## config.mk

```make
export PLATFORM = sky130hd
export DESIGN_NAME = atb_trim_bank
export DESIGN_NICKNAME = d
export VERILOG_FILES = /design/src/atb_pkg.sv /design/src/atb_trim_bank.sv
export VERILOG_INCLUDE_DIRS = /design/src
export SDC_FILE = /design/constraint.sdc
export NUM_CORES = 1
export LEC_CHECK = 0
export ABC_AREA = 1
export BUFFER_PORTS_ARGS = -buffer_cell sky130_fd_sc_hd__buf_2
export CAP_MARGIN = 20
export CORE_MARGIN = 3
export CORE_UTILIZATION = 55
export CTS_BUF_LIST = sky130_fd_sc_hd__clkbuf_16
export CTS_CLUSTER_SIZE = 12
export DETAILED_ROUTE_END_ITERATION = 10
export PLACE_DENSITY = 0.87
export SLEW_MARGIN = 30
export SYNTH_ARGS = -nofsm -noshare
export SYNTH_HDL_FRONTEND = slang
export SYNTH_SLANG_ARGS = --single-unit
```

## constraint.sdc

```tcl
create_clock -name core_clk -period 1.85 [get_ports core_clk]
set_input_delay 0.0925 -clock core_clk [delete_from_list [all_inputs] [get_ports core_clk]]
set_output_delay 0.0925 -clock core_clk [all_outputs]
set_load 0.02 [all_outputs]
```

## src/atb_params.svh

```systemverilog
/*
 * Constants of the analog trim register bank: register addresses, field
 * positions, reset values and overcurrent filter timing.
 * Assumes a 125 MHz core clock and a 16-edge serial frame.
 */
// Notes on behaviour
// - Two-bit field selects overcurrent filter delay 950/536/234/78 us.
// - Reset clears filter select to 00, the longest delay.
// - Four-bit write-only reference current trim, codes per trim table.
// - Reset clears reference current trim to zero.
// - Two-bit write-only recopy trim for bridges one and two.
// - Reset clears the lower bridge pair recopy trim.
// - Three-bit write-only recopy trim for bridges three and four.
// - Reset clears the upper bridge pair recopy trim.
// - Valid frame has exactly 16 clock edges; write lands on select rise.
`ifndef ATB_PARAMS_SVH
`define ATB_PARAMS_SVH

`define ATB_ADDR_TEST      5'h0E
`define ATB_ADDR_TRIM1     5'h0F
`define ATB_ADDR_TRIM2     5'h10

`define ATB_FRAME_EDGES    5'h10
`define ATB_PARITY_EDGE    5'h07

`define ATB_OC_SEL_MSB     7
`define ATB_OC_SEL_LSB     6
`define ATB_REF_MSB        3
`define ATB_REF_LSB        0
`define ATB_LOW_MSB        7
`define ATB_LOW_LSB        6
`define ATB_UP_MSB         5
`define ATB_UP_LSB         3

`define ATB_OC_SEL_RST     2'h0
`define ATB_REF_RST        4'h0
`define ATB_LOW_RST        2'h0
`define ATB_UP_RST         3'h0

`define ATB_CLK_MHZ        125
`define ATB_OC_T0_US       950
`define ATB_OC_T1_US       536
`define ATB_OC_T2_US       234
`define ATB_OC_T3_US       78

`endif

```

## src/atb_pkg.sv

```systemverilog
/*
 * Types shared by the analog trim register bank.
 * Assumes atb_params.svh supplies the numeric constants.
 */
package atb_pkg;

  typedef enum logic [1:0] {
    ST_IDLE   = 2'h0,
    ST_ACTIVE = 2'h1,
    ST_COMMIT = 2'h3
  } atb_frame_st_t;

  typedef logic [16:0] atb_cnt_t;

endpackage

```

## src/atb_trim_bank.sv

```systemverilog
/*
 * Analog trim register bank reached over the internal 16-bit serial link.
 * Holds the overcurrent filter select, the reference current trim and the
 * two half-bridge recopy trims, and filters the supply overcurrent signal.
 * Assumes serial pins are synchronous to core_clk and slower than it.
 */
`timescale 1ns/1ps
`include "atb_params.svh"

module atb_trim_bank #(
  parameter int OC_CYC0 = `ATB_OC_T0_US * `ATB_CLK_MHZ,
  parameter int OC_CYC1 = `ATB_OC_T1_US * `ATB_CLK_MHZ,
  parameter int OC_CYC2 = `ATB_OC_T2_US * `ATB_CLK_MHZ,
  parameter int OC_CYC3 = `ATB_OC_T3_US * `ATB_CLK_MHZ
) (
  input  wire logic       core_clk,          // core clock
  input  wire logic       rst,               // async reset, high
  input  wire logic       spiSclk,           // serial clock
  input  wire logic       spiSsN,            // slave select, low
  input  wire logic       spiMosi,           // serial data in
  input  wire logic [7:0] statusByte,        // system status byte
  input  wire logic       supplyOcRaw,       // raw overcurrent level
  output logic            spiMiso,           // serial data out
  output logic            spiMisoOe,         // miso drive enable
  output logic [1:0]      supplyOcFilterSel, // filter delay select
  output logic [3:0]      refCurrentTrim,    // reference trim
  output logic [1:0]      lowerPairTrim,     // bridges 1..2 trim
  output logic [2:0]      upperPairTrim,     // bridges 3..4 trim
  output logic            supplyOcShutdown   // filtered overcurrent
);

  // ----------------------------------------------------------------
  // functions
  // ----------------------------------------------------------------
  function automatic atb_pkg::atb_cnt_t ocLimit(input logic [1:0] sel);
    case (sel)
      2'h0:    ocLimit = atb_pkg::atb_cnt_t'(OC_CYC0);
      2'h1:    ocLimit = atb_pkg::atb_cnt_t'(OC_CYC1);
      2'h2:    ocLimit = atb_pkg::atb_cnt_t'(OC_CYC2);
      default: ocLimit = atb_pkg::atb_cnt_t'(OC_CYC3);
    endcase
  endfunction

  // ----------------------------------------------------------------
  // serial frame
  // ----------------------------------------------------------------
  atb_pkg::atb_frame_st_t st_q, st_d;
  logic        sclkPrev_q, sclkPrev_d;
  logic [4:0]  fallCnt_q, fallCnt_d;
  logic [4:0]  riseCnt_q, riseCnt_d;
  logic [15:0] rxShift_q, rxShift_d;
  logic [15:0] txFrame_q, txFrame_d;
  logic        miso_q, miso_d;
  logic        misoOe_q, misoOe_d;
  logic        commit;
  logic        sclkFall;
  logic        sclkRise;
  logic [4:0]  rxAddr;
  logic        rxRead;
  logic        parityOk;
  logic [7:0]  readData;

  assign sclkFall = sclkPrev_q & ~spiSclk;
  assign sclkRise = ~sclkPrev_q & spiSclk;
  assign rxAddr   = rxShift_q[15:11];
  assign rxRead   = rxShift_q[10];
  // even parity covers the read/write bit, the address and the parity bit
  assign parityOk = ~^rxShift_q[15:9];
  // write-only fields read as zero; after seven bits the address is [6:2]
  assign readData = (rxShift_d[6:2] == `ATB_ADDR_TRIM1) ?
                    {supplyOcFilterSel, 6'h00} : 8'h00;
  assign commit   = (st_q == atb_pkg::ST_ACTIVE) && spiSsN;

  always_comb begin
    st_d       = st_q;
    sclkPrev_d = spiSclk;
    fallCnt_d  = fallCnt_q;
    riseCnt_d  = riseCnt_q;
    rxShift_d  = rxShift_q;
    txFrame_d  = txFrame_q;
    miso_d     = miso_q;
    misoOe_d   = 1'b0;
    case (st_q)
      atb_pkg::ST_IDLE: begin
        if (!spiSsN) begin
          st_d      = atb_pkg::ST_ACTIVE;
          fallCnt_d = 5'h00;
          riseCnt_d = 5'h00;
          txFrame_d = {statusByte, 8'h00};
          miso_d    = 1'b0;
          misoOe_d  = 1'b1;
        end
      end
      atb_pkg::ST_ACTIVE: begin
        misoOe_d = ~spiSsN;
        if (spiSsN) begin
          st_d = atb_pkg::ST_COMMIT;
        end else begin
          if (sclkRise && riseCnt_q < `ATB_FRAME_EDGES) begin
            miso_d    = txFrame_q[4'hF - riseCnt_q[3:0]];
            riseCnt_d = riseCnt_q + 5'h01;
          end
          if (sclkFall) begin
            if (fallCnt_q != 5'h1F) begin
              fallCnt_d = fallCnt_q + 5'h01;
            end
            rxShift_d = {rxShift_q[14:0], spiMosi};
            // read data is captured as the parity bit arrives
            if (fallCnt_q == `ATB_PARITY_EDGE - 5'h01) begin
              txFrame_d[7:0] = readData;
            end
          end
        end
      end
      atb_pkg::ST_COMMIT: begin
        st_d = atb_pkg::ST_IDLE;
      end
      default: begin
        st_d = atb_pkg::ST_IDLE;
      end
    endcase
  end

  always_ff @(posedge core_clk or posedge rst) begin
    if (rst) begin
      st_q       <= atb_pkg::ST_IDLE;
      sclkPrev_q <= 1'b0;
      fallCnt_q  <= 5'h00;
      riseCnt_q  <= 5'h00;
      rxShift_q  <= 16'h0000;
      txFrame_q  <= 16'h0000;
      miso_q     <= 1'b0;
      misoOe_q   <= 1'b0;
    end else begin
      st_q       <= st_d;
      sclkPrev_q <= sclkPrev_d;
      fallCnt_q  <= fallCnt_d;
      riseCnt_q  <= riseCnt_d;
      rxShift_q  <= rxShift_d;
      txFrame_q  <= txFrame_d;
      miso_q     <= miso_d;
      misoOe_q   <= misoOe_d;
    end
  end

  assign spiMiso   = miso_q;
  assign spiMisoOe = misoOe_q;

  // ----------------------------------------------------------------
  // trim registers
  // ----------------------------------------------------------------
  logic [1:0] ocSel_q, ocSel_d;
  logic [3:0] refTrim_q, refTrim_d;
  logic [1:0] lowTrim_q, lowTrim_d;
  logic [2:0] upTrim_q, upTrim_d;
  logic       wrValid;

  // short, long or misframed transfers and bad parity are dropped
  assign wrValid = commit && fallCnt_q == `ATB_FRAME_EDGES
                   && !rxRead && parityOk;

  always_comb begin
    ocSel_d   = ocSel_q;
    refTrim_d = refTrim_q;
    lowTrim_d = lowTrim_q;
    upTrim_d  = upTrim_q;
    if (wrValid && rxAddr == `ATB_ADDR_TRIM1) begin
      ocSel_d   = rxShift_q[`ATB_OC_SEL_MSB:`ATB_OC_SEL_LSB];
      refTrim_d = rxShift_q[`ATB_REF_MSB:`ATB_REF_LSB];
    end
    if (wrValid && rxAddr == `ATB_ADDR_TRIM2) begin
      lowTrim_d = rxShift_q[`ATB_LOW_MSB:`ATB_LOW_LSB];
      upTrim_d  = rxShift_q[`ATB_UP_MSB:`ATB_UP_LSB];
    end
  end

  always_ff @(posedge core_clk or posedge rst) begin
    if (rst) begin
      ocSel_q   <= `ATB_OC_SEL_RST;
      refTrim_q <= `ATB_REF_RST;
      lowTrim_q <= `ATB_LOW_RST;
      upTrim_q  <= `ATB_UP_RST;
    end else begin
      ocSel_q   <= ocSel_d;
      refTrim_q <= refTrim_d;
      lowTrim_q <= lowTrim_d;
      upTrim_q  <= upTrim_d;
    end
  end

  assign supplyOcFilterSel = ocSel_q;
  assign refCurrentTrim    = refTrim_q;
  assign lowerPairTrim     = lowTrim_q;
  assign upperPairTrim     = upTrim_q;

  // ----------------------------------------------------------------
  // overcurrent filter
  // ----------------------------------------------------------------
  atb_pkg::atb_cnt_t ocCnt_q, ocCnt_d;
  logic              ocShut_q, ocShut_d;

  // a glitch shorter than the selected delay never trips the output
  always_comb begin
    ocCnt_d  = ocCnt_q;
    ocShut_d = ocShut_q;
    if (!supplyOcRaw) begin
      ocCnt_d  = '0;
      ocShut_d = 1'b0;
    end else if (ocCnt_q >= ocLimit(ocSel_q) - 17'h00001) begin
      ocShut_d = 1'b1;
    end else begin
      ocCnt_d = ocCnt_q + 17'h00001;
    end
  end

  always_ff @(posedge core_clk or posedge rst) begin
    if (rst) begin
      ocCnt_q  <= '0;
      ocShut_q <= 1'b0;
    end else begin
      ocCnt_q  <= ocCnt_d;
      ocShut_q <= ocShut_d;
    end
  end

  assign supplyOcShutdown = ocShut_q;
endmodule
```

### After elaboration in Yosys (flattened, before gate mapping)

Index checks and enable logic that the tools add are counted.

* flip-flop bits (word level): 76
* bits of input ports: 14
* output and inout bits: 14
* word-level logic and storage cells: 99

* add/subtract/negate cells: 5
* order comparisons: 3
* equality and inequality tests: 18
* mux-type cells: 34
* bitwise operators: 5
* reductions and logical operators: 18

Operator list (number)
* $mux 17: 3
* $pmux 17 s3: 1
* $mux 8: 5
* $mux 5: 6
* $mux 7: 3
* $pmux 5 s2: 2
* $add 17x1->17 const B: 1
* $ge 17x17->1: 1
* $sub 17x1->17 const B: 1
* $pmux 8 s2: 1
* $add 5x1->5 const B: 2
* $eq 5x4->1 const B: 2
* $eq 5x5->1 const B: 2
* $ne 2x2->1 const B: 5
* $reduce_and 5->1: 2
* $ne 2x1->1 const B: 4
* $logic_and 1x1->1: 7
* $mux 1: 7
* $reduce_xnor 7->1: 1
* $eq 5x3->1 const B: 1
* $lt 4x5->1 const B: 1
* $lt 5x5->1 const B: 1
* $ne 5x5->1 const B: 1
* $bmux 1 s4: 1
* other kinds (14): 22

### Logic depth before layout (Yosys ltp)

Gate-level depths: netlist of the first run.

* depth in word-level cells: 11
* mapped depth: 15
* gate-level depth less buffers: 14

### Worst setup path after synthesis of the first run

OpenSTA, ideal clock, no wires.

* path type: reg-to-reg
* start: reg ocSel_q[1] (netlist: supplyOcFilterSel[1])
* end: reg ocCnt_q[9]
* library setup time: 0.119 ns
* data arrival time: 2.013 ns
* data required time: 1.731 ns
* slack: -0.282 ns
* stages on the path, launching flop included: 16
* path buffers: 1
* clock period less this slack: 2.132 ns
* cell sequence: dfrtp_1 inv_1 nor2_1 inv_1 ha_1 nand2_1 inv_1 nand2_1 nand2_1 nand2_1 nand2_1 nor2_4 nand2_4 buf_4 nand3_1 nand2_1

* cells in the longest elaborated chain, start to end: 6
* elaborated cells between the ends (all ways): 8
* classes of those cells: 1 x add/sub; 1 x order compare; 3 x eq/ne; 2 x mux; 1 x reduce/logical

RTL lines
* start: declaration: RTL line atb_trim_bank.sv:152 `logic [1:0] ocSel_q, ocSel_d;`
* start signal: assignment: RTL line atb_trim_bank.sv:179 `` ocSel_q <= `ATB_OC_SEL_RST; ``
* start signal: assignment: RTL line atb_trim_bank.sv:184 `ocSel_q <= ocSel_d;`
* $eq 2x2->1 (tied with other cells): RTL line atb_trim_bank.sv:36 `case (sel)`
* $pmux 17 s3 *: RTL line atb_trim_bank.sv:36
* $mux 17 *: RTL line atb_trim_bank.sv:206 `if (!supplyOcRaw) begin`
* $sub 17x1->17 *: RTL line atb_trim_bank.sv:209 `end else if (ocCnt_q >= ocLimit(ocSel_q) - 17'h00001) begin`
* $ge 17x17->1 *: RTL line atb_trim_bank.sv:209
* $ne 2x2->1 (no line) *
* end signal: assignment: RTL line atb_trim_bank.sv:221 `ocCnt_q <= ocCnt_d;`
* end: declaration: RTL line atb_trim_bank.sv:199 `atb_pkg::atb_cnt_t ocCnt_q, ocCnt_d;`

Every way passes the cells marked *; elsewhere a longest branch is shown, timed or not. The select of a mux whose other input is x is not followed.
A chain may end at the register's enable or synchronous reset.

### Worst setup path after layout of the first run

* start: reg ocSel_q[1] (netlist: supplyOcFilterSel[1])
* end: reg ocCnt_q[4]

The elaborated chain is that of the path after synthesis.

==> flow_metrics.tcl, run 1 <==
set metrics [dict create \
    status "finished with violations" \
    violations "negative setup slack" \
    yosys_warnings 0 \
    worstHoldStart "spiMosi" \
    crit_path_end_kind "flop" \
    cts_buffers 9 \
    diodes 0 \
    final_util_pct 75.5 \
    r2r_cells 13 \
    relSlewSlack_pct 58.1 \
    hold_class "input port to flop" \
    hpwl_mm 7.05 \
    synthToLayoutAreaGrowth_pct 28.5 \
    synth_top_area_cell "dfrtp_1" \
    vias 4009 \
    ant_nets 0 \
    grtUsageMet2_pct 45.0 \
    yosys_most_used_dff "dfrtp_1" \
    fin_crit_ns 2.05 \
    clkLatencyLatePin_ns 0.33 \
    numClockSinks 70 \
    yosysTopAreaCellShare_pct 42.5 \
    drt_iter0_drc 361 \
    ys_ff_latch 70 \
    worstSetupPathType "flop to flop" \
    core_area_um2 7020 \
    setup_viol 18 \
    die_h_um 92.6 \
    synth_area_um2 4120 \
    final_max_slew_viol_count 0 \
    postLayoutCellArea_um2 5300 \
    crit_start "supplyOcFilterSel[1]" \
    cts_root_buffer "clkbuf_16" \
    fin_ws_ns -0.196 \
    tritoncts "built" \
    grt.met1_usage_pct 31.3 \
    crit_required_ns 2.12 \
    grt_max_degree 71 \
    start_util_pct 58.8 \
    power_mw 5.37 \
    place_area_um2 4560 \
    yosysUniqueCellTypes 32 \
    worstMarginPinSlew_ns 0.625 \
    timing.rr.start "supplyOcFilterSel[1]" \
    fin_skew_ns 0.00562 \
    drc_errors 0 \
    cp.arrival_ns 2.32 \
    async_flop_share_pct 100 \
    power_density_nw_per_um2 1010 \
    rsz0062_at_grt "yes" \
    clk_pin_slew_ns 0.06 \
    overflow 0 \
    max_cap_violations 0 \
    timing.fmax_mhz 489 \
    synthTopCellsByArea "dfrtp_1 42%, nand2_1 14%, ha_1 7.9%" \
    fin_crit_sh_pct 111 \
    io_buffers 27 \
    min_to "rxShift_q[0]" \
    gp_congestion 0.953 \
    syn_nets 579 \
    drt-vias-per-instance 5.59 \
    power.leakage_nw 2.80 \
    hold_viol 0 \
    ios 28 \
    cts_buffer_depth 2 \
    reg2reg_to "ocCnt_q[4]" \
    use_met3_pct 5.69 \
    drtPass1Iterations 5 \
    die_w_um 92.6 \
    drive_gt1_share_pct 20.6 \
    grt.total_usage_pct 26.0 \
    min_path_cells 3 \
    grt_pass1_wl_mm 17.7 \
    wl_mm 10.8 \
    ys_seq_area_share_pct 42.5 \
    max-vdd-ir-drop_v 0.00102 \
    syn_inst 539 \
    critPathMaxFanout 5 \
    synth_edf_count 0 \
    r2r_setup_slack_ns -0.20 \
    grt_pass1_vias 3971 \
    h-tree-depth 3 \
    dieArea_um2 8570 \
    wl_per_cell_um 15.0 \
    antenna_found_initial 0 \
    grt.busiest_layer "met2" \
    start_kind "flop" \
    rows 30 \
    avgSynthCellArea_um2 7.65 \
    fin_nets 656 \
    fillCellCount 470 \
]
## layout make-up
type / instances / area [um^2] / share of cell area, %
inverters: 70 / 269 / 5.08
well taps: 96 / 120 / 2.27
repair buffers: 82 / 661 / 12.5
clock buffers: 9 / 225 / 4.25
flip-flops and latches: 70 / 1750 / 33.1
clock inverters: 7 / 88.8 / 1.68
multi-input cells: 383 / 2180 / 41.2
## power breakdown
part / leakage (nW) / switching, mW / internal (mW)
Clock: 0.149 / 0.668 / 1.17
Sequential: 0.924 / 0.298 / 1.82
Combinational: 1.72 / 0.863 / 0.551
Total: 2.80 / 1.83 / 3.54
## Yosys cell counts (all sizes together) (2+ instances only)
cell type	n
inv	70
a211oi	2
clkbuf	9
nand3	47
nor3	8
a21o	2
nor2	53
o21ai	21
nand2	159
o211ai	2
dfrtp	70
ha	26
nand4	40
xor2	5
a21oi	12
buf	8
## sequential cells by signal, summed over array words and instances, names as in the netlist
signal             count
ocCnt_q               17
rxShift_q             16
txFrame_q             10
fallCnt_q              5
riseCnt_q              5
refCurrentTrim         4
upperPairTrim          3
lowerPairTrim          2
st_q                   2
supplyOcFilterSel      2
sclkPrev_q             1
spiMiso                1
spiMisoOe              1
supplyOcShutdown       1
## what timing repair did
action | 4_1_cts | 5_1_grt
hold buffers | 10 | 0
gates cloned | 1 | 0
buffers inserted | 6 | 6
setup endpoints to repair | 18 | 29
endpoints found under the hold margin | 79 | 0
gates resized for setup | 22 | 18
pin swaps | 14 | 13
## metrics by stage
step / hold WS (ns) / setup slack [ns] / cells / setup TNS, ns
3_5_place_dp: 0.225 / -0.186 / 678 / -2.92
3_3_place_gp: 0.219 / -0.103 / 678 / -1.68
4_1_cts: 0.00191 / -0.0625 / 711 / -0.623
6_report: 0.0135 / -0.196 / 717 / -2.88
5_1_grt: 0.0169 / -0.321 / 717 / -5.02
2_1_floorplan: 0.124 / -0.0987 / 539 / -1.13
## per-layer routing
metal	share of wire (%)	routed length (um)
met1	40	4350
met2	52	5560
met3	5.9	633
met4	2.3	249
met5	0	0
## critical path: stages, from the launching register on
cell and delay, ns:
dfrtp_2 0.43, inv_4 0.07, nor2_4 0.21, inv_2 0.07, ha_4 0.23, a21oi_2 0.14, nand2_1 0.07, nand2_1 0.08
nand2_2 0.06, nor2_4 0.16, buf_6 0.16, buf_6 0.11, nand4_1 0.07, nand2_1 0.11
## cells by family (layout without fill, tap and decap cells)
family,after synthesis,count (layout),share of synthesized area (%)
buffers and inverters,87,168,8.65
DFF,70,70,42.5
and+or+nand+nor,309,310,33.9
AOI/OAI and AO/OA,41,41,5.61
xor gates and xnor gates,6,6,1.46
adders and majority gates,26,26,7.89
## layout by cell type, fill, tap and decap left out, types with 4 or more instances in the layout
cell type / count
nor3_1: 7
o21ai_0: 20
ha_1: 23
nor2_4: 5
clkbuf_16: 9
nand2_2: 7
dfrtp_1: 68
nand2_1: 147
a21oi_1: 11
buf_12: 4
inv_1: 64
nand4_1: 40
dlygate4sd3_1: 10
nor2_1: 46
nand3_2: 4
buf_6: 10
nand3_1: 42
nand2_4: 4
buf_4: 31
buf_2: 27
inv_2: 4
## worst max path at each step
| stage | end | slack [ns] | cells past startpoint |
|---|---|---|---|
| 5_1_grt | ocCnt_q[4] | -0.32 | 13 |
| 3_3_place_gp | ocCnt_q[14] | -0.10 | 14 |
| 4_1_cts | supplyOcShutdown | -0.06 | 14 |
| 6_report | ocCnt_q[4] | -0.20 | 13 |
| 2_1_floorplan | ocCnt_q[9] | -0.1 | 15 |
| 3_5_place_dp | ocCnt_q[14] | -0.19 | 14 |
Power figures use the tool's default switching activity.
==> run 2, diff against run 1 <==
Settings changed: CAP_MARGIN 20 to 0, CORE_UTILIZATION 55 to 61, PLACE_DENSITY 0.87 to 0.91.
Clock period 1.85 ns to 2.2 ns, I/O delays scaled along.
==> run 2 against run 1 <==
The run now ends clean. Final cell count shrank 6.7%. First-iteration DRC count fell by 16%. Sequential share of layout area increased by 3.2 points. Largest cell class unchanged. Highest routed layer unchanged.
==> flow_metrics.tcl, run 2 (synthesis gave the netlist of run 1 again) <==
set metrics [dict create \
    cpPeakStageDelay_ns 0.40 \
    hold_class "input port to flop" \
    worstMarginPinSlew_ns 0.774 \
    ios 28 \
    cts_buffers 9 \
    max_cap_violations 0 \
    grt_max_degree 37 \
    reg2reg_to "ocCnt_q[8]" \
    crit_family "simple AND/OR/NAND/NOR gates" \
    place_inst 637 \
    hold_slack_ns 0.00380 \
    clk_pin_slew_ns 0.06 \
    setup_viol 0 \
    cts_buffer_depth 2 \
    cp.depth 11 \
    io_buffers 27 \
    ant_nets 0 \
    final_cell_mix "155 x nand2_1, 69 x dfrtp_1, 67 x inv_1" \
    critical_path.cell_chain "buf_4 -> buf_4 -> ha_1 -> nand2_1 -> nor2_1 -> nand2_1 -> nand2_1 -> nand2_4 -> buf_4 -> nand4_1 -> nand2_1" \
    rsz0062_at_grt "no" \
    tritoncts "built" \
    fin_skew_ns 0.00757 \
    crit_start "supplyOcFilterSel[1]" \
    combPwrFrac_pct 23.7 \
    grt_pass1_vias 3416 \
    wl_met3_um 540 \
    h-tree-depth 3 \
    timing.rr.start "supplyOcFilterSel[1]" \
    synthToLayoutAreaGrowth_pct 17.2 \
    r2r_setup_slack_ns 0.13 \
    cp.arrival_ns 2.28 \
    power.leakage_nw 2.62 \
    hold_viol 0 \
    diodes 0 \
    setup_tns_ns 0 \
    fin_nets 627 \
    largest-register "ocCnt_q" \
    wl_met2_mm 4.71 \
    fin_crit_ns 2.07 \
    dieArea_um2 7780 \
    numClockSinks 70 \
    drive_gt1_share_pct 13.5 \
    cp.buffers_inverters 3 \
    crit_top_cell "nand2_1" \
    grt.total_usage_pct 25.2 \
    p_switching_mw 1.41 \
    slowest_stage "dfrtp_1" \
    power_density_nw_per_um2 863 \
    crit_required_ns 2.41 \
    dr.max_layer_used "met4" \
    grt_pass1_wl_mm 15.4 \
    drtPass1Iterations 5 \
    wl_per_cell_um 14.2 \
    endpoint "ocCnt_q[8]" \
    top_regs "ocCnt_q (17), rxShift_q (16), txFrame_q (10)" \
    crit_path_end_kind "flop" \
    clkLatencyLatePin_ns 0.33 \
    start_kind "flop" \
    vias 3786 \
    fin_crit_sh_pct 93.9 \
    relSlewSlack_pct 48.3 \
    drc_errors 0 \
    wl_mm 9.49 \
    cts_root_buffer "clkbuf_16" \
    overflow 0 \
    final_common_cell "nand2_1" \
    critPathMaxFanout 11 \
    rows 29 \
    antenna_found_initial 0 \
    hpwl_mm 6.32 \
    clkPwrFrac_pct 33.5 \
    internal_power_mw 2.76 \
    die_h_um 88.2 \
    wirelength_met1_mm 4.09 \
    drt-vias-per-instance 5.66 \
    final_cells 669 \
    start_util_pct 63.9 \
    max-vdd-ir-drop_v 0.00113 \
    p_seq_share_pct 42.8 \
    timing.fmax_mhz 484 \
    sw_frac_of_total_pct 33.8 \
    worstSetupPathType "flop to flop" \
    r2r_cells 11 \
    final_util_pct 74.9 \
    die_w_um 88.2 \
    core_area_um2 6460 \
    largest_reg_flops 17 \
    gp_congestion 0.869 \
    status "finished, final reports clean" \
    final_max_slew_viol_count 0 \
    drt_iter0_drc 304 \
]
run 2: cell count changes in the layout (fill, tap and decap cells not counted), moves of 6 or more:
cell     previous run  this run
nand2_2             7         1
buf_6              10         1
nand2_1           147       155
buf_4              31        14
run 2: worst min path at each step:
| stage | start | endpoint | slack [ns] | cells past startpoint |
|---|---|---|---|---|
| 2_1_floorplan | spiSclk | sclkPrev_q | 0.14 | 0 |
| 3_3_place_gp | rst | supplyOcShutdown | 0.28 | 2 |
| 3_5_place_dp | spiSclk | sclkPrev_q | 0.28 | 1 |
| 4_1_cts | statusByte[6] | txFrame_q[14] | 0.01 | 3 |
| 5_1_grt | statusByte[6] | txFrame_q[14] | 0.04 | 3 |
| 6_report | statusByte[6] | txFrame_q[14] | 0.004 | 3 |
run 2: metal layers:
layer	GRT usage, %	vias up
met3	5.21	19
met1	33.6	1767
met5	0	-
met2	41.5	144
li1	-	1856
met4	7.83	0
run 2: power groups by stage:
stage          Clock, mW  Sequential [mW]  Combinational [mW]
5_1_grt             1.46             1.81                1.12
3_3_place_gp           0             1.77               0.887
4_1_cts             1.42             1.77               0.989
2_1_floorplan          0             1.72               0.796
6_report            1.40             1.78               0.987
3_5_place_dp           0             1.79               0.941
run 2: timing repair:
| action | CTS | global route |
|---|---|---|
| endpoints found under the setup margin | 0 | 17 |
| hold endpoints to repair | 43 | 0 |
| setup buffers | 0 | 5 |
| hold buffers | 9 | 0 |
| resized for setup | 0 | 10 |
run 2: through the flow:
step                total power, mW  setup slack [ns]  cell area, um^2
global placement               2.66             0.146             4360
finish                         4.17             0.134             4830
CTS                            4.18            0.0318             4740
global route                   4.39            0.0137             4830
floorplan                      2.51            0.0681             4120
detailed placement             2.73            0.0648             4360
run 2: area by class of cell:
type                            count  area, um^2
Clock inverter                      7        65.1
Clock buffer                        9         225
Sequential cell                    70        1750
Fill cell                         473        1620
Inverter                           70         263
Multi-Input combinational cell    383        2050
Tap cell                           77        96.3
Timing Repair Buffer               53         382
run 2: tightest hold or removal path: stages:
cell	delay (ns)
buf_2	0.08
nand2_1	0.04
o21ai_0	0.07
